**src/verilog/dpbs_pkg.sv**
```systemverilog
package dpbs_pkg;

  // ****************************************************************
  // Logical address map.
  // ****************************************************************
  localparam logic [23:0] DPBS_ACTIVE_BASE = 24'h000000;
  localparam logic [23:0] DPBS_INACTIVE_BASE = 24'h400000;
  localparam logic [23:0] DPBS_RESET_VECTOR = 24'h000000;
  localparam logic [23:0] DPBS_RESET_TARGET = 24'h000002;
  localparam logic [23:0] DPBS_VECTOR_END = 24'h000200;
  localparam logic [23:0] DPBS_IVT_FIRST = 24'h000004;
  localparam logic [23:0] DPBS_IVT_LAST = 24'h0000FF;
  localparam logic [23:0] DPBS_SEGMENT_UNIT = 24'h000800;
  localparam logic [23:0] DPBS_SINGLE_CFG_FIRST = 24'h0ABF00;
  localparam logic [23:0] DPBS_SINGLE_CFG_LAST = 24'h0ABF2C;
  localparam logic [23:0] DPBS_DUAL_CFG_FIRST = 24'h055F00;
  localparam logic [23:0] DPBS_DUAL_SEQ_WORD = 24'h055FFC;
  localparam logic [23:0] DPBS_OTP_FIRST = 24'h801700;
  localparam logic [23:0] DPBS_OTP_LAST = 24'h8017FE;
  localparam logic [23:0] DPBS_USER_LAST = 24'h7FFFFF;
  localparam logic [23:0] DPBS_SINGLE_LIMIT = 24'h0ABFFE;
  localparam logic [23:0] DPBS_DUAL_LIMIT = 24'h055FFE;

  // ****************************************************************
  // Boot sequence word.
  // ****************************************************************
  localparam int DPBS_SEQ_WIDTH = 24;
  localparam int DPBS_SEQ_NUM_WIDTH = 12;
  localparam logic [11:0] DPBS_SEQ_MAX = 12'hFFF;
  localparam int DPBS_BOOT_SEGMENT_LIMIT_FIELD_WIDTH = 13;

  // ****************************************************************
  // Register offsets, fields and reset values.
  // ****************************************************************
  localparam logic [7:0] DPBS_NVM_CONTROL_OFS = 8'h00;
  localparam logic [7:0] DPBS_BOOT_STATUS_OFS = 8'h04;
  localparam logic [7:0] DPBS_SEQ_NUMBERS_OFS = 8'h08;
  localparam logic [7:0] DPBS_SEGMENT_OFS = 8'h0C;
  localparam int DPBS_SWAP_BIT = 0;
  localparam int DPBS_DUAL_BIT = 8;
  localparam int DPBS_P2_ACTIVE_BIT = 10;
  localparam logic [31:0] DPBS_ZERO_WORD = 32'h00000000;

  // ****************************************************************
  // Region codes reported with every fetch.
  // ****************************************************************
  localparam logic [2:0] DPBS_RGN_VECTOR = 3'h0;
  localparam logic [2:0] DPBS_RGN_IVT = 3'h1;
  localparam logic [2:0] DPBS_RGN_ALTERNATE_VECTOR_TABLE = 3'h2;
  localparam logic [2:0] DPBS_RGN_BOOT = 3'h3;
  localparam logic [2:0] DPBS_RGN_GENERAL = 3'h4;
  localparam logic [2:0] DPBS_RGN_CONFIG = 3'h5;
  localparam logic [2:0] DPBS_RGN_OTP = 3'h6;
  localparam logic [2:0] DPBS_RGN_NONE = 3'h7;

  typedef enum logic [1:0] {
    DPBS_ST_LOAD = 2'b01,
    DPBS_ST_RUN = 2'b10
  } dpbs_state_type;

endpackage

```
**src/verilog/dpbs_boot_select.sv**
```systemverilog
// Decided for this implementation: the AHB-Lite register port and the register offsets.
`timescale 1ns/1ps

module dpbs_boot_select
  import dpbs_pkg::*;
(
  input wire logic clk,
  input wire logic reset,
  input wire logic hsel,
  input wire logic [31:0] haddr,
  input wire logic [1:0] htrans,
  input wire logic hwrite,
  input wire logic [2:0] hsize,
  input wire logic [31:0] hwdata,
  input wire logic hready,
  output logic hreadyout,
  output logic hresp,
  output logic [31:0] hrdata,
  input wire logic cfg_dual_mode,
  input wire logic [23:0] cfg_seq_word_p1,
  input wire logic [23:0] cfg_seq_word_p2,
  input wire logic cfg_seq_intact_p1,
  input wire logic cfg_seq_intact_p2,
  input wire logic [12:0] cfg_boot_limit_p1,
  input wire logic [12:0] cfg_boot_limit_p2,
  input wire logic cfg_alt_vec_disable_p1,
  input wire logic cfg_alt_vec_disable_p2,
  input wire logic cfg_write_protect_p1,
  input wire logic cfg_write_protect_p2,
  input wire logic swap_exec,
  input wire logic fetch_req,
  input wire logic [23:0] fetch_addr,
  input wire logic prog_req,
  input wire logic prog_erase,
  input wire logic [23:0] prog_addr,
  output logic boot_done,
  output logic fetch_valid,
  output logic fetch_fault,
  output logic [23:0] fetch_phys_addr,
  output logic [2:0] fetch_region,
  output logic prog_grant,
  output logic prog_reject,
  output logic [23:0] prog_phys_addr
);

  // ****************************************************************
  // Reset-time load of the configuration words.
  // ****************************************************************
  dpbs_state_type state_reg;
  logic dual_reg;
  logic reset_sel_reg;
  logic active_p2_reg;
  logic [11:0] seq_num_p1_reg;
  logic [11:0] seq_num_p2_reg;
  logic bad_p1_reg;
  logic bad_p2_reg;
  logic [12:0] boot_segment_limit_field_p1_reg;
  logic [12:0] boot_segment_limit_field_p2_reg;
  logic alternate_vector_table_dis_p1_reg;
  logic alternate_vector_table_dis_p2_reg;
  logic wp_p1_reg;
  logic wp_p2_reg;

  logic [11:0] num_p1;
  logic [11:0] num_p2;
  logic valid_p1;
  logic valid_p2;
  logic pick_p2;

  // A word is valid when its upper half is the complement of its number.
  assign valid_p1 = cfg_seq_word_p1[23:12] == ~cfg_seq_word_p1[11:0];
  assign valid_p2 = cfg_seq_word_p2[23:12] == ~cfg_seq_word_p2[11:0];
  assign num_p1 = (valid_p1 && cfg_seq_intact_p1) ?
                  cfg_seq_word_p1[11:0] : DPBS_SEQ_MAX;
  assign num_p2 = (valid_p2 && cfg_seq_intact_p2) ?
                  cfg_seq_word_p2[11:0] : DPBS_SEQ_MAX;

  assign pick_p2 = !cfg_dual_mode ? 1'b0 :
                   (cfg_seq_intact_p1 != cfg_seq_intact_p2) ?
                   cfg_seq_intact_p2 :
                   cfg_seq_intact_p1 && num_p2 < num_p1;

  always_ff @(posedge clk)
  begin
    if (reset)
      state_reg <= DPBS_ST_LOAD;
    else
      case (state_reg)
        DPBS_ST_LOAD: state_reg <= DPBS_ST_RUN;
        DPBS_ST_RUN: state_reg <= DPBS_ST_RUN;
        default: state_reg <= DPBS_ST_LOAD;
      endcase
  end

  // Configuration is captured once per reset; later flash changes wait.
  always_ff @(posedge clk)
  begin
    if (reset)
    begin
      dual_reg <= 1'b0;
      reset_sel_reg <= 1'b0;
      seq_num_p1_reg <= DPBS_SEQ_MAX;
      seq_num_p2_reg <= DPBS_SEQ_MAX;
      bad_p1_reg <= 1'b0;
      bad_p2_reg <= 1'b0;
      boot_segment_limit_field_p1_reg <= '0;
      boot_segment_limit_field_p2_reg <= '0;
      alternate_vector_table_dis_p1_reg <= 1'b1;
      alternate_vector_table_dis_p2_reg <= 1'b1;
      wp_p1_reg <= 1'b1;
      wp_p2_reg <= 1'b1;
    end
    else if (state_reg == DPBS_ST_LOAD)
    begin
      dual_reg <= cfg_dual_mode;
      reset_sel_reg <= pick_p2;
      seq_num_p1_reg <= num_p1;
      seq_num_p2_reg <= num_p2;
      bad_p1_reg <= !cfg_seq_intact_p1;
      bad_p2_reg <= !cfg_seq_intact_p2;
      boot_segment_limit_field_p1_reg <= cfg_boot_limit_p1;
      boot_segment_limit_field_p2_reg <= cfg_boot_limit_p2;
      alternate_vector_table_dis_p1_reg <= cfg_alt_vec_disable_p1;
      alternate_vector_table_dis_p2_reg <= cfg_alt_vec_disable_p2;
      wp_p1_reg <= cfg_write_protect_p1;
      wp_p2_reg <= cfg_write_protect_p2;
    end
  end

  // ****************************************************************
  // Register bus.
  // ****************************************************************
  logic ph_write_reg;
  logic [7:0] ph_addr_reg;
  logic [31:0] rd_word;
  logic sw_swap;
  logic bus_take;

  assign bus_take = hsel && htrans[1] && hready;

  always_ff @(posedge clk)
  begin
    if (reset)
    begin
      ph_write_reg <= 1'b0;
      ph_addr_reg <= '0;
    end
    else if (hready)
    begin
      ph_write_reg <= bus_take && hwrite;
      ph_addr_reg <= haddr[7:0];
    end
  end

  assign sw_swap = ph_write_reg && ph_addr_reg == DPBS_NVM_CONTROL_OFS &&
                   hwdata[DPBS_SWAP_BIT];

  // ****************************************************************
  // Active partition tracking.
  // ****************************************************************
  always_ff @(posedge clk)
  begin
    if (reset)
      active_p2_reg <= 1'b0;
    else if (state_reg == DPBS_ST_LOAD)
      active_p2_reg <= pick_p2;
    else if (dual_reg && (swap_exec || sw_swap))
      active_p2_reg <= !active_p2_reg;
  end

  // Settings of the active half; inactive security rules the other.
  logic [12:0] act_boot_segment_limit_field;
  logic act_alternate_vector_table_dis;
  logic inact_wp;
  logic bs_present;
  logic [23:0] bs_end;
  logic [23:0] alternate_vector_table_base;

  assign act_boot_segment_limit_field = active_p2_reg ? boot_segment_limit_field_p2_reg : boot_segment_limit_field_p1_reg;
  assign act_alternate_vector_table_dis = active_p2_reg ? alternate_vector_table_dis_p2_reg :
                        alternate_vector_table_dis_p1_reg;
  assign inact_wp = active_p2_reg ? wp_p1_reg : wp_p2_reg;
  assign bs_end = 24'(act_boot_segment_limit_field) * DPBS_SEGMENT_UNIT;
  assign bs_present = bs_end > DPBS_VECTOR_END;
  assign alternate_vector_table_base = 24'(act_boot_segment_limit_field - 13'h0001) * DPBS_SEGMENT_UNIT;

  always_comb
  begin
    rd_word = DPBS_ZERO_WORD;
    case (haddr[7:0])
      DPBS_NVM_CONTROL_OFS:
      begin
        rd_word[DPBS_P2_ACTIVE_BIT] = active_p2_reg;
        rd_word[DPBS_DUAL_BIT] = dual_reg;
      end
      DPBS_BOOT_STATUS_OFS:
      begin
        rd_word[0] = reset_sel_reg;
        rd_word[1] = bad_p1_reg;
        rd_word[2] = bad_p2_reg;
        rd_word[3] = state_reg == DPBS_ST_RUN;
      end
      DPBS_SEQ_NUMBERS_OFS:
      begin
        rd_word[11:0] = seq_num_p1_reg;
        rd_word[27:16] = seq_num_p2_reg;
      end
      DPBS_SEGMENT_OFS:
      begin
        rd_word[12:0] = act_boot_segment_limit_field;
        rd_word[16] = bs_present && !act_alternate_vector_table_dis;
      end
      default: rd_word = DPBS_ZERO_WORD;
    endcase
  end

  always_ff @(posedge clk)
  begin
    if (reset)
      hrdata <= DPBS_ZERO_WORD;
    else if (bus_take && !hwrite)
      hrdata <= rd_word;
  end

  always_ff @(posedge clk)
  begin
    hreadyout <= 1'b1;
    hresp <= 1'b0;
    boot_done <= !reset && state_reg == DPBS_ST_RUN;
  end

  // ****************************************************************
  // Fetch mapping.
  // ****************************************************************
  logic f_ok;
  logic [2:0] f_rgn;
  logic [23:0] f_phys;
  logic [23:0] f_limit;

  assign f_limit = dual_reg ? DPBS_DUAL_LIMIT : DPBS_SINGLE_LIMIT;

  always_comb
  begin
    f_ok = 1'b0;
    f_phys = fetch_addr;
    if (fetch_addr <= f_limit)
    begin
      f_ok = 1'b1;
      f_phys = dual_reg ? {1'b0, active_p2_reg, fetch_addr[21:0]} :
               fetch_addr;
    end
    if (fetch_addr == DPBS_RESET_VECTOR)
      f_rgn = DPBS_RGN_VECTOR;
    else if (fetch_addr >= DPBS_IVT_FIRST && fetch_addr <= DPBS_IVT_LAST)
      f_rgn = DPBS_RGN_IVT;
    else if (fetch_addr < DPBS_VECTOR_END)
      f_rgn = DPBS_RGN_VECTOR;
    else if (dual_reg ? fetch_addr >= DPBS_DUAL_CFG_FIRST :
             (fetch_addr >= DPBS_SINGLE_CFG_FIRST &&
              fetch_addr <= DPBS_SINGLE_CFG_LAST))
      f_rgn = DPBS_RGN_CONFIG;
    else if (bs_present && !act_alternate_vector_table_dis && fetch_addr >= alternate_vector_table_base &&
             fetch_addr < bs_end)
      f_rgn = DPBS_RGN_ALTERNATE_VECTOR_TABLE;
    else if (bs_present && fetch_addr < bs_end)
      f_rgn = DPBS_RGN_BOOT;
    else
      f_rgn = DPBS_RGN_GENERAL;
    if (!f_ok)
      f_rgn = DPBS_RGN_NONE;
  end

  always_ff @(posedge clk)
  begin
    if (reset)
    begin
      fetch_valid <= 1'b0;
      fetch_fault <= 1'b0;
      fetch_phys_addr <= '0;
      fetch_region <= DPBS_RGN_NONE;
    end
    else
    begin
      fetch_valid <= fetch_req && f_ok && state_reg == DPBS_ST_RUN;
      fetch_fault <= fetch_req && !f_ok && state_reg == DPBS_ST_RUN;
      fetch_phys_addr <= f_phys;
      fetch_region <= f_rgn;
    end
  end

  // ****************************************************************
  // Programming access.
  // ****************************************************************
  logic p_ok;
  logic p_otp;
  logic p_inact;
  logic [23:0] p_phys;
  logic [21:0] p_ofs;

  assign p_otp = prog_addr >= DPBS_OTP_FIRST && prog_addr <= DPBS_OTP_LAST;
  assign p_inact = dual_reg && prog_addr[22] && prog_addr <= DPBS_USER_LAST;
  assign p_ofs = prog_addr[21:0];

  always_comb
  begin
    p_ok = 1'b0;
    p_phys = prog_addr;
    if (p_otp)
      p_ok = !prog_erase;
    else if (dual_reg && prog_addr <= DPBS_USER_LAST)
    begin
      p_ok = p_ofs <= DPBS_DUAL_LIMIT[21:0] &&
             !(p_inact && inact_wp);
      p_phys = {1'b0, active_p2_reg ^ prog_addr[22], p_ofs};
    end
    else if (!dual_reg)
      p_ok = prog_addr <= DPBS_SINGLE_LIMIT;
  end

  always_ff @(posedge clk)
  begin
    if (reset)
    begin
      prog_grant <= 1'b0;
      prog_reject <= 1'b0;
      prog_phys_addr <= '0;
    end
    else
    begin
      prog_grant <= prog_req && p_ok && state_reg == DPBS_ST_RUN;
      prog_reject <= prog_req && !(p_ok && state_reg == DPBS_ST_RUN);
      prog_phys_addr <= p_phys;
    end
  end

endmodule

```
**config.mk**
```make
export PLATFORM = sky130hd
export DESIGN_NAME = dpbs_boot_select
export DESIGN_NICKNAME = d
export VERILOG_FILES = /design/src/verilog/dpbs_pkg.sv /design/src/verilog/dpbs_boot_select.sv
export SDC_FILE = /design/constraint.sdc
export NUM_CORES = 1
export LEC_CHECK = 0
export BUFFER_PORTS_ARGS = -buffer_cell sky130_fd_sc_hd__buf_2
export CORE_AREA = 2 2 104 207
export CTS_BUF_LIST = sky130_fd_sc_hd__clkbuf_4 sky130_fd_sc_hd__clkbuf_8 sky130_fd_sc_hd__clkbuf_16
export DETAILED_ROUTE_END_ITERATION = 8
export DIE_AREA = 0 0 106 209
export PLACE_DENSITY = 0.74
export REMOVE_ABC_BUFFERS = 1
export SLEW_MARGIN = 20
export SYNTH_ARGS = -nofsm -noshare
export SYNTH_HDL_FRONTEND = slang
export SYNTH_SLANG_ARGS = --single-unit
```
**constraint.sdc**
```tcl
create_clock -name clk -period 8.1 [get_ports clk]
set_input_delay 1.215 -clock clk [delete_from_list [all_inputs] [get_ports clk]]
set_output_delay 1.215 -clock clk [all_outputs]
set_load 0.01 [all_outputs]
```
Word-level counts from Yosys, hierarchy flattened
Index checks and enable logic that the tools add are counted.

cells by class
  $add $sub $neg = 1
  order comparisons = 16
  equal/unequal tests = 8
  mux-type cells = 35
  bitwise operators = 4
  reduce and logical (&&, ||, !) cells = 48

operators by type and width
  operator                                                                             count
  24-bit 2-to-1 mux                                                                    4
  24-bit by 20-bit less-or-equal comparator with 1-bit output (second input constant)  2
  1-bit logical AND                                                                    31
  12-bit == test                                                                       2
  24-bit by 19-bit >= comparator with 1-bit output (second input constant)             1
  24-bit by 20-bit >= comparator with 1-bit output (second input constant)             1
  24-bit >= comparator                                                                 1
  24-bit >= comparator (second input constant)                                         1
  24-bit by 3-bit >= comparator with 1-bit output (second input constant)              1
  24-bit by 10-bit > comparator with 1-bit output (second input constant)              1
  24-bit by 20-bit less-or-equal comparator with 1-bit output                          1
  24-bit by 23-bit less-or-equal comparator with 1-bit output (second input constant)  1
  24-bit less-or-equal comparator (second input constant)                              1
  24-bit by 8-bit less-or-equal comparator with 1-bit output (second input constant)   1
  24-bit zero test                                                                     1
  24-bit by 10-bit less-than comparator with 1-bit output (second input constant)      1
  24-bit less-than comparator                                                          1
  12-bit 2-to-1 mux                                                                    2
  12-bit NOT                                                                           2
  22-bit by 19-bit less-or-equal comparator with 1-bit output (second input constant)  1
  20-bit 2-to-1 mux                                                                    1
  3-bit 2-to-1 mux                                                                     6
  8-bit by 4-bit == test with 1-bit output (second input constant)                     2
  8-bit zero test                                                                      2
  other kinds (20)                                                                     44

storage, ports and cells
  flip-flop bits (word level) = 151
  input port bits = 207
  output and inout port bits = 90
  logic and storage cells = 137

Depth between registers and ports, before layout
Gate-level depths: netlist of the first run.

  depth after elaboration = 10
  mapped depth = 15
  depth with buffers taken out = 13

Least setup slack after synthesis of the first run
Ideal clock, no wire load.

  path type = register to register
  start point = register active_p2_reg
  end point = register fetch_region[0]
  library setup time = 70 ps
  data arrival time = 3698 ps
  data required time = 8030 ps
  path slack = 4333 ps
  stages on the path, launching flop included = 16
  buffers on the path = 2
  cell sequence = dfxtp_1 buf_1 buf_2 mux2i_1 ha_1 o2111ai_1 nor3_1 and3_1 nand3_1 xnor2_1 ha_1 nand4_1 a211oi_1 or4_1 a211o_1 a21oi_1

on the way
  word-level cells in the longest chain between the ends = 10
  elaborated cells on any way between the ends = 17
  classes of those cells = 1 x add/sub; 3 x order compare; 8 x mux; 5 x reduce/logical

ends and longest elaborated chain
  item                                                                   RTL line                                          source
  from (decl)                                                            dpbs_boot_select.sv:52                            logic active_p2_reg;
  from (signal assigned)                                                 dpbs_boot_select.sv:166                           active_p2_reg <= pick_p2;
  from (signal assigned)                                                 dpbs_boot_select.sv:168                           active_p2_reg <= !active_p2_reg;
  13-bit 2-to-1 mux or 1-bit 2-to-1 mux (tied branches)                  dpbs_boot_select.sv:179, dpbs_boot_select.sv:180
  13-bit by 1-bit subtractor with 13-bit output (tied with other cells)  dpbs_boot_select.sv:185                           assign alternate_vector_table_base = 24'(act_boot_segment_limit_field - 13'h0001) * DPBS_SEGMENT_UNIT;
  24-bit >= comparator or 1-bit logical AND (tied branches)              dpbs_boot_select.sv:262                           else if (bs_present && !act_alternate_vector_table_dis && fetch_addr >= alternate_vector_table_base &&
  1-bit logical AND (2 in series)                                        dpbs_boot_select.sv:262
  3-bit 2-to-1 mux *                                                     dpbs_boot_select.sv:262
  3-bit 2-to-1 mux *                                                     dpbs_boot_select.sv:258                           else if (dual_reg ? fetch_addr >= DPBS_DUAL_CFG_FIRST :
  3-bit 2-to-1 mux *                                                     dpbs_boot_select.sv:256                           else if (fetch_addr < DPBS_VECTOR_END)
  3-bit 2-to-1 mux *                                                     dpbs_boot_select.sv:254                           else if (fetch_addr >= DPBS_IVT_FIRST && fetch_addr <= DPBS_IVT_LAST)
  3-bit 2-to-1 mux *                                                     dpbs_boot_select.sv:252                           if (fetch_addr == DPBS_RESET_VECTOR)
  to (signal assigned)                                                   dpbs_boot_select.sv:287                           fetch_region <= f_rgn;
  to (decl)                                                              dpbs_boot_select.sv:40                            output logic [2:0] fetch_region,

Every way passes the cells marked *; elsewhere a longest branch is shown, timed or not.
A chain may end at the register's enable or synchronous reset.

Final worst setup path of the first run
Same ends and word-level chain as after synthesis.

==> impl_results.rst, run 1 <==
.. list-table::
   :header-rows: 1

   * - Metric
     - Value
   * - Sum of net half-perimeters after detailed placement
     - 15.24 mm
   * - CTS Hold Bufs
     - 0
   * - Pleak
     - 4.232 nW
   * - Clock network latency to the later pin of the worst-skew pair
     - 0.43 ns
   * - EDFF count, synth
     - 0
   * - First-pass GRT wire length
     - 31.55 mm
   * - Switch share
     - 34.45%
   * - Transition time of the tightest slew-check pin
     - 0.9746 ns
   * - Clock sinks
     - 151
   * - Critical path data required time
     - 8.45 ns
   * - Compound-gate portion of the synthesized area
     - 13.39%
   * - Startpoint of the worst register-to-register path
     - active_p2_reg
   * - Most common cell after layout, fill and taps aside
     - buf_2
   * - Portion of the post-synthesis area used by sequential elements
     - 41.31%
   * - Power Total
     - 2.455 mW
   * - Num CTS Buffers
     - 17
   * - Count of port buffers added during placement
     - 228
   * - Buffer levels on the longest clock path
     - 2
   * - Area fraction in and, or, nand and nor cells after synthesis
     - 21.85%
   * - Die W
     - 106 um
   * - Portion of the clock cycle consumed by the worst path in the final layout
     - 55.44%
   * - Hold Crit Class
     - reg -> reg
   * - Minimum setup slack after placement
     - 3.678 ns
   * - Number of remaining DRC errors
     - 0
   * - Final worst hold slack
     - 0.4517 ns
   * - Ant diodes
     - 0
   * - Placer Congestion
     - 0.8815
   * - Launch point of the worst hold path
     - hrdata[12]
   * - Register bit total from synthesis
     - 151
   * - Power share of the sequential group
     - 35.9%
   * - Root cell of the clock tree
     - clkbuf_16
   * - Worst ir drop on vdd
     - 118.1 uV
   * - Count of antenna-violating nets left after detailed routing
     - 0
   * - Leading registers by flop count
     - hrdata: 25 flops, fetch_phys_addr: 24 flops, prog_phys_addr: 24 flops
   * - NumNets Final
     - 1,267
   * - Setup repair bufs after CTS
     - 0
   * - Aggregate routed wire length
     - 20.21 mm
   * - Critical path capture point type
     - flop
   * - Number of iterations in the first detailed-routing pass
     - 7
   * - I/O pin count
     - 297
   * - Yosys warnings
     - 0
   * - Pin count of the biggest net entering global routing
     - 91
   * - Final max-slew violation count
     - 0
   * - Growth of design area from synthesis to finish
     - 25.67%
   * - R2R cell count
     - 14
   * - Critical path type
     - reg -> reg
   * - CTS tree
     - done
   * - Destination of the worst register-to-register timing path
     - fetch_region[0]
   * - Synthesized instance count
     - 803
   * - Fraction of power consumed by the clock network
     - 30.4%
   * - Combinational family with the most area after synthesis
     - simple AND/OR/NAND/NOR gates
   * - Cells resized by post-CTS repair
     - 0
   * - Count of max-cap constraint violations
     - 0
   * - Global-route usage over all layers
     - 17.82%
   * - Fmax
     - 222.7 MHz
   * - Site row count
     - 75
   * - Critical Path AT
     - 4.84 ns
   * - DR vias/cell
     - 5.102
   * - Clock Skew
     - 0.01892 ns
   * - Number of global-route vias before repair
     - 6,339
   * - Top register by number of flip-flops
     - hrdata
   * - Per-instance average area after synthesis
     - 9.112 um2
   * - Total overflow reported by the global router
     - 0
   * - Worst setup endpoint
     - fetch_region[0]
   * - H-tree lvl count
     - 4
   * - Mean routed wirelength per cell
     - 15.63 um
   * - Internal portion of total power
     - 1.609 mW
   * - Clock edge transition at the registers on the reported setup and hold paths
     - 0.07 ns
   * - Final Hold Viols
     - 0
   * - Slew headroom
     - 35.03%
   * - Critical-path maximum fanout
     - 20
   * - Timing startpoint of the critical path
     - active_p2_reg
   * - Switching Power
     - 845.5 uW
   * - Count of different cell masters after synthesis
     - 61
   * - Worst Hold Path Cells
     - 2
   * - Initial antenna violation count
     - 1
   * - Most used flip-flop cell after synthesis
     - dfxtp_1
   * - Count of endpoints failing setup in the final report
     - 0
   * - Register-to-register setup slack
     - 3.61 ns
   * - Relative contribution of combinational cells to total power
     - 33.8%
   * - Via count
     - 6,597
   * - Adder and majority cell fraction of the synthesized area
     - 8.037%
   * - Overall die height
     - 209 um
   * - Proportion of layout cells with a drive suffix above 1
     - 27.64%
   * - Leading cell types in the layout, fill and taps excluded
     - 227 x buf_2, 151 x dfxtp_1, 124 x nor2_1, 57 x nor2b_1, 48 x mux2i_1
   * - Placeable core region
     - 20,740 um2
   * - Final worst-path setup slack
     - 3.610 ns
   * - Startpoint class of the critical path
     - flop
   * - Flip-flop count of the largest register, all copies and words added
     - 25
   * - Initial detailed-routing violation count
     - 301
   * - Status
     - finished, final reports clean
   * - Tmin final
     - 4.490 ns
   * - Power density over the cells
     - 266.9 nW/um2
   * - Post-synth design cell area
     - 7317 um2
   * - Post-synth ARST share
     - 0%
   * - # fillers
     - 2,014
   * - Mux cell area share after synthesis
     - 7.387%
   * - Sum of negative setup slack
     - 0 ns
   * - Setup repair after global routing missed its margin
     - no
   * - Post-synthesis share of cell area spent on xor and xnor gates
     - 4.189%
   * - DIE AREA
     - 22,150 um2
   * - Starting density of the core
     - 35.28%
## cell type report
type / count / area [um2] / share of cell area, %
repair buffers: 232 / 1174 / 12.76
clock inverters: 11 / 102.6 / 1.116
flip-flops and latches: 151 / 3023 / 32.88
clock buffers: 19 / 446.7 / 4.858
multi-input cells: 597 / 4060 / 44.16
inverters: 14 / 52.55 / 0.5715
well taps: 269 / 336.6 / 3.660
## cell families after synthesis
group	after synthesis
xor+xnor	35
flops	151
other cells	2
buf+inv	62
simple gates	309
fa+ha+maj	47
mux	53
compound gates	144
## layer usage
layer / track usage (%) / vias to the layer above / share of wire [%]
met5: 0 / - / 0
met4: 4.946 / 0 / 1.3
met3: 3.930 / 19 / 7.7
met2: 30.70 / 316 / 48
met1: 22.25 / 3036 / 43
li1: - / 3226 / -
## Yosys cell counts, types with 8 or more instances
library cell / number / share of area (%)
a21oi_1: 44 / 3.0
a22oi_1: 21 / 2.2
buf_1: 10 / 0.51
buf_4: 9 / 0.92
clkbuf_1: 24 / 1.2
dfxtp_1: 151 / 41
ha_1: 47 / 8.0
inv_1: 13 / 0.67
mux2i_1: 48 / 6.6
nand2_1: 21 / 1.1
nand2b_1: 13 / 1.1
nand3_1: 13 / 0.89
nand4_1: 16 / 1.4
nor2_1: 124 / 6.4
nor2b_1: 57 / 4.9
nor3_1: 13 / 0.89
nor4_1: 14 / 1.2
o21ai_0: 11 / 0.75
o21bai_1: 14 / 1.4
or2_2: 8 / 0.68
xor2_1: 28 / 3.4
## stage by stage
stage                     utilization [%]  instance area [um2]  instances
after floorplan                         -                 7123        762
after global placement              41.69                 8646       1263
after detailed placement            41.69                 8646       1263
after CTS                           44.34                 9195       1293
after global routing                44.34                 9195       1293
final                               44.34                 9195       1293
## power groups by stage
stage               registers [mW]  clock network (mW)  logic [mW]
CTS                          0.880               0.758       0.832
global placement             0.892                   0       0.789
floorplan                    0.894                   0       0.578
global route                 0.891               0.788       0.926
detailed placement           0.896                   0       0.825
finish                       0.880               0.745       0.829
## worst min-delay path by stage
stage	endpoint	slack, ns
final	hrdata[12]	0.45
after floorplan	ph_write_reg	0.43
after CTS	hrdata[12]	0.45
after global placement	hrdata[12]	0.44
after detailed placement	hrdata[12]	0.45
after global routing	ph_write_reg	0.48
## worst max-delay path, cell delays in order, from the launching register on
cell and delay, ns:
dfxtp_1 0.70, buf_4 0.37, mux2i_1 0.49, ha_1 0.30, o2111ai_1 0.20, nor3_1 0.32, and3_1 0.25, nand3_1 0.12
xnor2_1 0.18, ha_1 0.33, nand4_1 0.14, a211oi_1 0.06, or4_1 0.50, a211o_1 0.31, a21oi_1 0.12
(Power assumes the default switching activity.)
==> run 2, diff against run 1 <==
--- a/config.mk
+++ b/config.mk
@@ -5,12 +5,13 @@
 export SDC_FILE = /design/constraint.sdc
 export NUM_CORES = 1
 export LEC_CHECK = 0
+export ABC_AREA = 1
 export BUFFER_PORTS_ARGS = -buffer_cell sky130_fd_sc_hd__buf_2
-export CORE_AREA = 2 2 104 207
+export CORE_AREA = 2 2 107 212
 export CTS_BUF_LIST = sky130_fd_sc_hd__clkbuf_4 sky130_fd_sc_hd__clkbuf_8 sky130_fd_sc_hd__clkbuf_16
 export DETAILED_ROUTE_END_ITERATION = 8
-export DIE_AREA = 0 0 106 209
-export PLACE_DENSITY = 0.74
+export DIE_AREA = 0 0 109 214
+export PLACE_DENSITY = 0.75
 export REMOVE_ABC_BUFFERS = 1
 export SLEW_MARGIN = 20
 export SYNTH_ARGS = -nofsm -noshare
==> constraint.sdc (replaced) <==
create_clock -name clk -period 3.7 [get_ports clk]
set_input_delay 0.555 -clock clk [delete_from_list [all_inputs] [get_ports clk]]
set_output_delay 0.555 -clock clk [all_outputs]
set_load 0.01 [all_outputs]
==> impl_results.rst, run 2 <==
.. list-table::
   :header-rows: 1

   * - Metric
     - Value
   * - Destination of the worst register-to-register timing path
     - fetch_region[0] (unchanged)
   * - Most instantiated cells after synthesis
     - 187 x nor2_1, 185 x nand2_1, 151 x dfxtp_1, 112 x inv_1, 77 x a21oi_1 (was 151 x dfxtp_1, 124 x nor2_1, 57 x nor2b_1, 48 x mux2i_1, 47 x ha_1)
   * - Launch point of the worst hold path
     - prog_addr[7] (was hrdata[12])
   * - Die W
     - 109 um (was 106 um)
   * - Aggregate routed wire length
     - 23.63 mm (was 20.21 mm)
   * - Final worst hold slack
     - 0.3363 ns (was 0.4517 ns)
   * - Hold endpoint
     - prog_phys_addr[7] (was hrdata[12])
   * - Critical-path maximum fanout
     - 11 (was 20)
   * - Most used flip-flop cell after synthesis
     - dfxtp_1 (unchanged)
   * - Worst ir drop on vdd
     - 325.7 uV (was 118.1 uV)
   * - Mean routed wirelength per cell
     - 14.98 um (was 15.63 um)
   * - Minimum setup slack after placement
     - 0.3245 ns (was 3.678 ns)
   * - Proportion of layout cells with a drive suffix above 1
     - 23.58% (was 27.64%)
   * - Placer Congestion
     - 0.9181 (was 0.8815)
   * - Via count
     - 7,800 (was 6,597)
   * - Starting density of the core
     - 35.53% (was 35.28%)
   * - Pleak
     - 4.819 nW (was 4.232 nW)
   * - Sum of net half-perimeters after detailed placement
     - 18.61 mm (was 15.24 mm)
   * - Ranking of synthesized cells by area
     - dfxtp_1 39%, nor2_1 9.2%, nand2_1 9.1%, ha_1 7.7%, inv_1 5.5% (was dfxtp_1 41%, ha_1 8.0%, mux2i_1 6.6%, nor2_1 6.4%, nor2b_1 4.9%)
   * - Synthesized instance count
     - 1,074 (was 803)
   * - Cells resized by post-CTS repair
     - 0 (unchanged)
   * - Growth of design area from synthesis to finish
     - 25.45% (was 25.67%)
   * - Number of remaining DRC errors
     - 0 (unchanged)
   * - EDFF count, synth
     - 0 (unchanged)
   * - Register-to-register setup slack
     - 0.44 ns (was 3.61 ns)
   * - Post-synth ARST share
     - 0% (unchanged)
   * - Flip-flop count of the largest register, all copies and words added
     - 25 (unchanged)
   * - CTS tree
     - done (unchanged)
   * - Worst Hold Path Cells
     - 3 (was 2)
   * - DR vias/cell
     - 4.946 (was 5.102)
   * - Tmin final
     - 3.260 ns (was 4.490 ns)
   * - Startpoint of the worst register-to-register path
     - active_p2_reg (unchanged)
   * - Clock Skew
     - 0.004302 ns (was 0.01892 ns)
   * - Count of port buffers added during placement
     - 228 (unchanged)
   * - Clock network latency to the later pin of the worst-skew pair
     - 0.43 ns (about the same)
   * - Pin count of the biggest net entering global routing
     - 70 (was 91)
   * - R2R cell count
     - 20 (was 14)
   * - Critical Path AT
     - 3.55 ns (was 4.84 ns)
   * - Placeable core region
     - 21,590 um2 (was 20,740 um2)
   * - Most common cell after layout, fill and taps aside
     - buf_2 (unchanged)
   * - Portion of the clock cycle consumed by the worst path in the final layout
     - 88.11% (was 55.44%)
   * - Clock sinks
     - 151 (unchanged)
   * - First-pass GRT wire length
     - 37.35 mm (was 31.55 mm)
   * - Global-route usage over all layers
     - 20.62% (was 17.82%)
   * - Hold Crit Class
     - in -> reg (was reg -> reg)
   * - Post-synth design cell area
     - 7669 um2 (was 7317 um2)
   * - H-tree lvl count
     - 4 (unchanged)
   * - Setup repair bufs after CTS
     - 0 (unchanged)
   * - Clock edge transition at the registers on the reported setup and hold paths
     - 0.06 ns (was 0.07 ns)
   * - Num CTS Buffers
     - 17 (unchanged)
   * - Final max-slew violation count
     - 0 (unchanged)
   * - Power density over the cells
     - 645.5 nW/um2 (was 266.9 nW/um2)
   * - Overall die height
     - 214 um (was 209 um)
   * - Share of Yosys cell area claimed by the top area cell type
     - 39.42% (was 41.31%)
   * - Top register by number of flip-flops
     - hrdata (unchanged)
   * - Synth area leader
     - dfxtp_1 (unchanged)
   * - Final worst-path setup slack
     - 0.4399 ns (was 3.610 ns)
   * - Total overflow reported by the global router
     - 0 (unchanged)
   * - I/O pin count
     - 297 (unchanged)
   * - Core Util, Final
     - 44.57% (was 44.34%)
   * - Buffer levels on the longest clock path
     - 2 (unchanged)
   * - Critical path capture point type
     - flop (unchanged)
   * - Transition time of the tightest slew-check pin
     - 0.8890 ns (was 0.9746 ns)
   * - Count of endpoints failing setup in the final report
     - 0 (unchanged)
   * - Status
     - finished, final reports clean (unchanged)
   * - Initial antenna violation count
     - 2 (was 1)
   * - Number of global-route vias before repair
     - 7,891 (was 6,339)
   * - Most numerous cell in the Yosys netlist
     - nor2_1 (was dfxtp_1)
   * - Number of iterations in the first detailed-routing pass
     - 4 (was 7)
   * - Final Hold Viols
     - 0 (unchanged)
   * - Count of max-cap constraint violations
     - 0 (unchanged)
   * - Leading registers by flop count
     - hrdata: 25 flops, fetch_phys_addr: 24 flops, prog_phys_addr: 24 flops (unchanged)
   * - Count of antenna-violating nets left after detailed routing
     - 0 (unchanged)
   * - Leading cell types in the layout, fill and taps excluded
     - 227 x buf_2, 187 x nor2_1, 185 x nand2_1, 151 x dfxtp_1, 112 x inv_1 (was 227 x buf_2, 151 x dfxtp_1, 124 x nor2_1, 57 x nor2b_1, 48 x mux2i_1)
   * - Site row count
     - 76 (was 75)
   * - Portion of the post-synthesis area used by sequential elements
     - 39.42% (was 41.31%)
   * - NumNets Final
     - 1,543 (was 1,267)
   * - CTS Hold Bufs
     - 0 (unchanged)
   * - Slew headroom
     - 40.19% (was 35.03%)
   * - Startpoint class of the critical path
     - flop (unchanged)
   * - Setup repair after global routing missed its margin
     - no (unchanged)
   * - DIE AREA
     - 23,330 um2 (was 22,150 um2)
   * - Initial detailed-routing violation count
     - 365 (was 301)
   * - Critical path data required time
     - 3.99 ns (was 8.45 ns)
   * - Per-instance average area after synthesis
     - 7.140 um2 (was 9.112 um2)
   * - Fmax
     - 306.7 MHz (was 222.7 MHz)
   * - Yosys warnings
     - 0 (unchanged)
   * - Register bit total from synthesis
     - 151 (unchanged)
   * - Root cell of the clock tree
     - clkbuf_16 (unchanged)
   * - Critical path type
     - reg -> reg (unchanged)
   * - Sum of negative setup slack
     - 0 ns (unchanged)
   * - Count of different cell masters after synthesis
     - 50 (was 61)
run 2: worst max-delay path, stage by stage, from the launching register on:
cell      delay [ns]
dfxtp_1         0.40
inv_2           0.12
or2_1           0.22
o21ai_1         0.16
ha_1            0.23
nand2_1         0.06
nor2_1          0.21
nand4_1         0.20
xor2_1          0.19
ha_1            0.30
nand2_1         0.09
nor2_1          0.09
nand4_1         0.09
nor4_1          0.29
o21bai_1        0.10
nand3b_1        0.09
nand2_1         0.05
nand2_1         0.06
nand2_1         0.05
nand2_1         0.05
nand3_1         0.07
run 2: kinds of logic (layout without fill, tap and decap cells):
family	after synthesis	in the layout	synth area share (%)
DFF	151	151	39.42
muxes	1	1	0.1305
and+or+nand+nor	508	508	28.78
other	2	11	0.09793
buffers and inverters	165	386	8.794
adders and majority gates	47	47	7.668
AOI/OAI and AO/OA	185	185	13.40
xor gates and xnor gates	15	15	1.713
run 2: per-stage QoR:
| step | power (mW) | cells | cell area (um2) |
|---|---|---|---|
| floorplan | 3.732 | 1032 | 7456 |
| global placement | 4.396 | 1543 | 9016 |
| detailed placement | 4.484 | 1543 | 9016 |
| CTS | 6.251 | 1575 | 9614 |
| global route | 6.682 | 1577 | 9620 |
| finish | 6.210 | 1577 | 9620 |
run 2: power breakdown:
group	internal [mW]	leakage, nW	switching (mW)
logic	0.855	3.28	1.49
registers	1.95	1.25	0.163
clock network	1.08	0.296	0.681
total	3.88	4.82	2.33
run 2: final cells by class:
class	instances	area [um2]
diodes	2	5.005
clock buffers	24	503.0
clock inverters	8	95.09
fillers	2195	11970
inverters	116	436.7
multi-input cells	765	3998
flip-flops and latches	151	3023
well taps	273	341.6
repair buffers	238	1219
run 2: how the worst max path moves through the flow:
stage,start,endpoint,slack [ns],depth (start not counted)
5_1_grt,active_p2_reg,fetch_region[0],0.11,20
3_3_place_gp,active_p2_reg,fetch_region[0],0.45,20
4_1_cts,active_p2_reg,fetch_region[0],0.39,19
3_5_place_dp,cfg_seq_word_p2[4],reset_sel_reg,0.32,17
6_report,active_p2_reg,fetch_region[0],0.44,20
2_1_floorplan,active_p2_reg,fetch_region[0],0.45,19
run 2: metal layers:
layer	wire length (um)	global-route usage (%)	vias up	share of wire, %
met4	1255	12.52	0	5.3
li1	-	-	3927	-
met2	13040	39.57	234	55
met5	0	0	-	0
met1	8223	18.55	3568	35
met3	1107	4.687	71	4.7
==> run 3, diff against run 2 <==
--- a/config.mk
+++ b/config.mk
@@ -12,6 +12,7 @@
 export DETAILED_ROUTE_END_ITERATION = 8
 export DIE_AREA = 0 0 109 214
 export PLACE_DENSITY = 0.75
+export RECOVER_POWER = 25
 export REMOVE_ABC_BUFFERS = 1
 export SLEW_MARGIN = 20
 export SYNTH_ARGS = -nofsm -noshare
==> impl_results.rst, run 3 (synthesized netlist as in run 2, its figures left out) <==
.. list-table::
   :header-rows: 1

   * - Metric
     - Value
   * - Status
     - finished with violations (was finished, final reports clean)
   * - Layer with the highest usage after global routing
     - met2 (unchanged)
   * - Transition time of the tightest slew-check pin
     - 2.102 ns (was 0.8890 ns)
   * - Most common cell after layout, fill and taps aside
     - buf_2 (unchanged)
   * - Placeable core region
     - 21,590 um2 (unchanged)
   * - Leading registers by flop count
     - hrdata: 25 flops, fetch_phys_addr: 24 flops, prog_phys_addr: 24 flops (unchanged)
   * - Site row count
     - 76 (unchanged)
   * - Critical-path maximum fanout
     - 11 (unchanged)
   * - Flip-flop count of the largest register, all copies and words added
     - 25 (unchanged)
   * - Mean routed wirelength per cell
     - 14.98 um (about the same)
   * - Pleak
     - 4.812 nW (was 4.819 nW)
   * - Count of antenna-violating nets left after detailed routing
     - 0 (unchanged)
   * - Power density over the cells
     - 646.2 nW/um2 (was 645.5 nW/um2)
   * - Growth of design area from synthesis to finish
     - 25.35% (was 25.45%)
   * - Family of cells with the greatest summed delay on the critical path
     - simple AND/OR/NAND/NOR gates (unchanged)
   * - I/O pin count
     - 297 (unchanged)
   * - Setup repair bufs after CTS
     - 0 (unchanged)
   * - Clock sinks
     - 151 (unchanged)
   * - Clock Skew
     - 0.004227 ns (was 0.004302 ns)
   * - Initial antenna violation count
     - 2 (unchanged)
   * - Global-route usage over all layers
     - 20.62% (unchanged)
   * - Num CTS Buffers
     - 17 (unchanged)
   * - Via count
     - 7,806 (was 7,800)
   * - Initial detailed-routing violation count
     - 386 (was 365)
   * - Total cell area at the placement stage
     - 9016 um2 (unchanged)
   * - Die W
     - 109 um (unchanged)
   * - Final max-slew violation count
     - 48 (was 0)
   * - Number of placed instances with taps included
     - 1,543 (unchanged)
   * - Number of global-route vias before repair
     - 7,891 (unchanged)
   * - Number of iterations in the first detailed-routing pass
     - 5 (was 4)
   * - Fmax
     - 306.5 MHz (was 306.7 MHz)
   * - Leading cell types in the layout, fill and taps excluded
     - 226 x buf_2, 187 x nor2_1, 185 x nand2_1, 151 x dfxtp_1, 112 x inv_1 (was 227 x buf_2, 187 x nor2_1, 185 x nand2_1, 151 x dfxtp_1, 112 x inv_1)
   * - Clock network latency to the later pin of the worst-skew pair
     - 0.43 ns (about the same)
   * - Pin count of the biggest net entering global routing
     - 70 (unchanged)
   * - Critical path data required time
     - 3.99 ns (about the same)
   * - Hold Crit Class
     - in -> reg (unchanged)
   * - Portion of the clock cycle consumed by the worst path in the final layout
     - 88.17% (was 88.11%)
   * - Count of port buffers added during placement
     - 228 (unchanged)
   * - Aggregate routed wire length
     - 23.62 mm (was 23.63 mm)
   * - Worst ir drop on vdd
     - 325.2 uV (was 325.7 uV)
   * - CTS tree
     - done (unchanged)
   * - Starting density of the core
     - 35.53% (unchanged)
   * - Sum of net half-perimeters after detailed placement
     - 18.61 mm (unchanged)
   * - Final non-filler cell total
     - 1,577 (unchanged)
   * - NumNets Final
     - 1,543 (unchanged)
   * - Sum of negative setup slack
     - 0 ns (unchanged)
   * - Cells resized by post-CTS repair
     - 0 (unchanged)
   * - Overall die height
     - 214 um (unchanged)
   * - First-pass GRT wire length
     - 37.35 mm (unchanged)
   * - Setup repair after global routing missed its margin
     - no (unchanged)
   * - CTS Hold Bufs
     - 0 (unchanged)
   * - Critical path's most frequent cell
     - nand2_1 (unchanged)
   * - Number of remaining DRC errors
     - 0 (unchanged)
   * - Final design instance area without fill
     - 9613 um2 (was 9620 um2)
   * - Count of max-cap constraint violations
     - 1 (was 0)
   * - Critical Path AT
     - 3.55 ns (about the same)
   * - DR vias/cell
     - 4.950 (was 4.946)
   * - Proportion of layout cells with a drive suffix above 1
     - 23.43% (was 23.58%)
   * - Met1 usage
     - 18.55% (unchanged)
   * - Failing checks
     - max-capacitance violations, max-slew violations
   * - Slew headroom
     - -40.13% (was 40.19%)
   * - DIE AREA
     - 23,330 um2 (unchanged)
   * - Buffer levels on the longest clock path
     - 2 (unchanged)
   * - Tmin final
     - 3.262 ns (was 3.260 ns)
   * - Final Hold Viols
     - 0 (unchanged)
   * - Total overflow reported by the global router
     - 0 (unchanged)
   * - H-tree lvl count
     - 4 (unchanged)
   * - Library cell contributing the largest single delay on the critical path
     - dfxtp_1 (unchanged)
   * - Core Util, Final
     - 44.53% (was 44.57%)
   * - Startpoint class of the critical path
     - flop (unchanged)
   * - WP buf/inv
     - 1 (unchanged)
   * - Root cell of the clock tree
     - clkbuf_16 (unchanged)
   * - Top register by number of flip-flops
     - hrdata (unchanged)
   * - Met3 Use GR
     - 4.687% (unchanged)
   * - Count of endpoints failing setup in the final report
     - 0 (unchanged)
   * - Largest incremental delay on the critical path
     - 0.40 ns (about the same)
   * - Critical path capture point type
     - flop (unchanged)
   * - Clock edge transition at the registers on the reported setup and hold paths
     - 0.06 ns (about the same)
   * - Placer Congestion
     - 0.9181 (unchanged)
   * - Cell-by-cell trace of the critical path
     - inv_2 -> or2_1 -> o21ai_1 -> ha_1 -> nand2_1 -> nor2_1 -> nand4_1 -> xor2_1 -> ha_1 -> nand2_1 -> nor2_1 -> nand4_1 -> nor4_1 -> o21bai_1 -> nand3b_1 -> nand2_1 -> nand2_1 -> nand2_1 -> nand2_1 -> nand3_1 (unchanged)
   * - Fraction of met2 tracks used by global routing
     - 39.57% (unchanged)
   * - Critical path type
     - reg -> reg (unchanged)
[run 3: final cells by class]
type                       instances  area [um2]
multi-input combinational        765        3998
timing repair buffer             238        1211
sequential                       151        3023
tap                              273       341.6
clock buffer                      24       503.0
inverter                         116       436.7
clock inverter                     8       95.09
antenna                            2       5.005
fill                            2193       11970
[run 3: worst min-delay path: cells and delay by family]
kind	cells	cell delay [ns]
buffers and inverters	2	0.14
AND/OR/NAND/NOR	1	0.03
[run 3: through the flow]
step,hold slack (ns),worst slack [ns],total power [mW]
after CTS,0.3183,0.3892,6.251
after global placement,0.4342,0.4522,4.396
after global routing,0.3231,0.1064,6.682
final,0.3364,0.4376,6.212
after detailed placement,0.4521,0.3245,4.484
after floorplan,0.4236,0.4514,3.732
[run 3: power by group]
part	leakage (nW)	internal (mW)	switching, mW
logic	3.27	0.855	1.49
registers	1.25	1.95	0.163
clock network	0.296	1.08	0.680
total	4.81	3.88	2.33
[run 3: worst paths after layout]
kind            startpoint           endpoint  slack [ns]  cells past startpoint
max          active_p2_reg    fetch_region[0]        0.44                     20
min           prog_addr[7]  prog_phys_addr[7]        0.34                      3
max reg2reg  active_p2_reg    fetch_region[0]        0.44                     20
min reg2reg      wp_p1_reg          wp_p1_reg        0.46                      2
[run 3: layer usage]
layer / wire (um) / vias up
li1: - / 3925
met1: 8214 / 3584
met2: 13090 / 228
met3: 1070 / 69
met4: 1248 / 0
met5: 0 / -
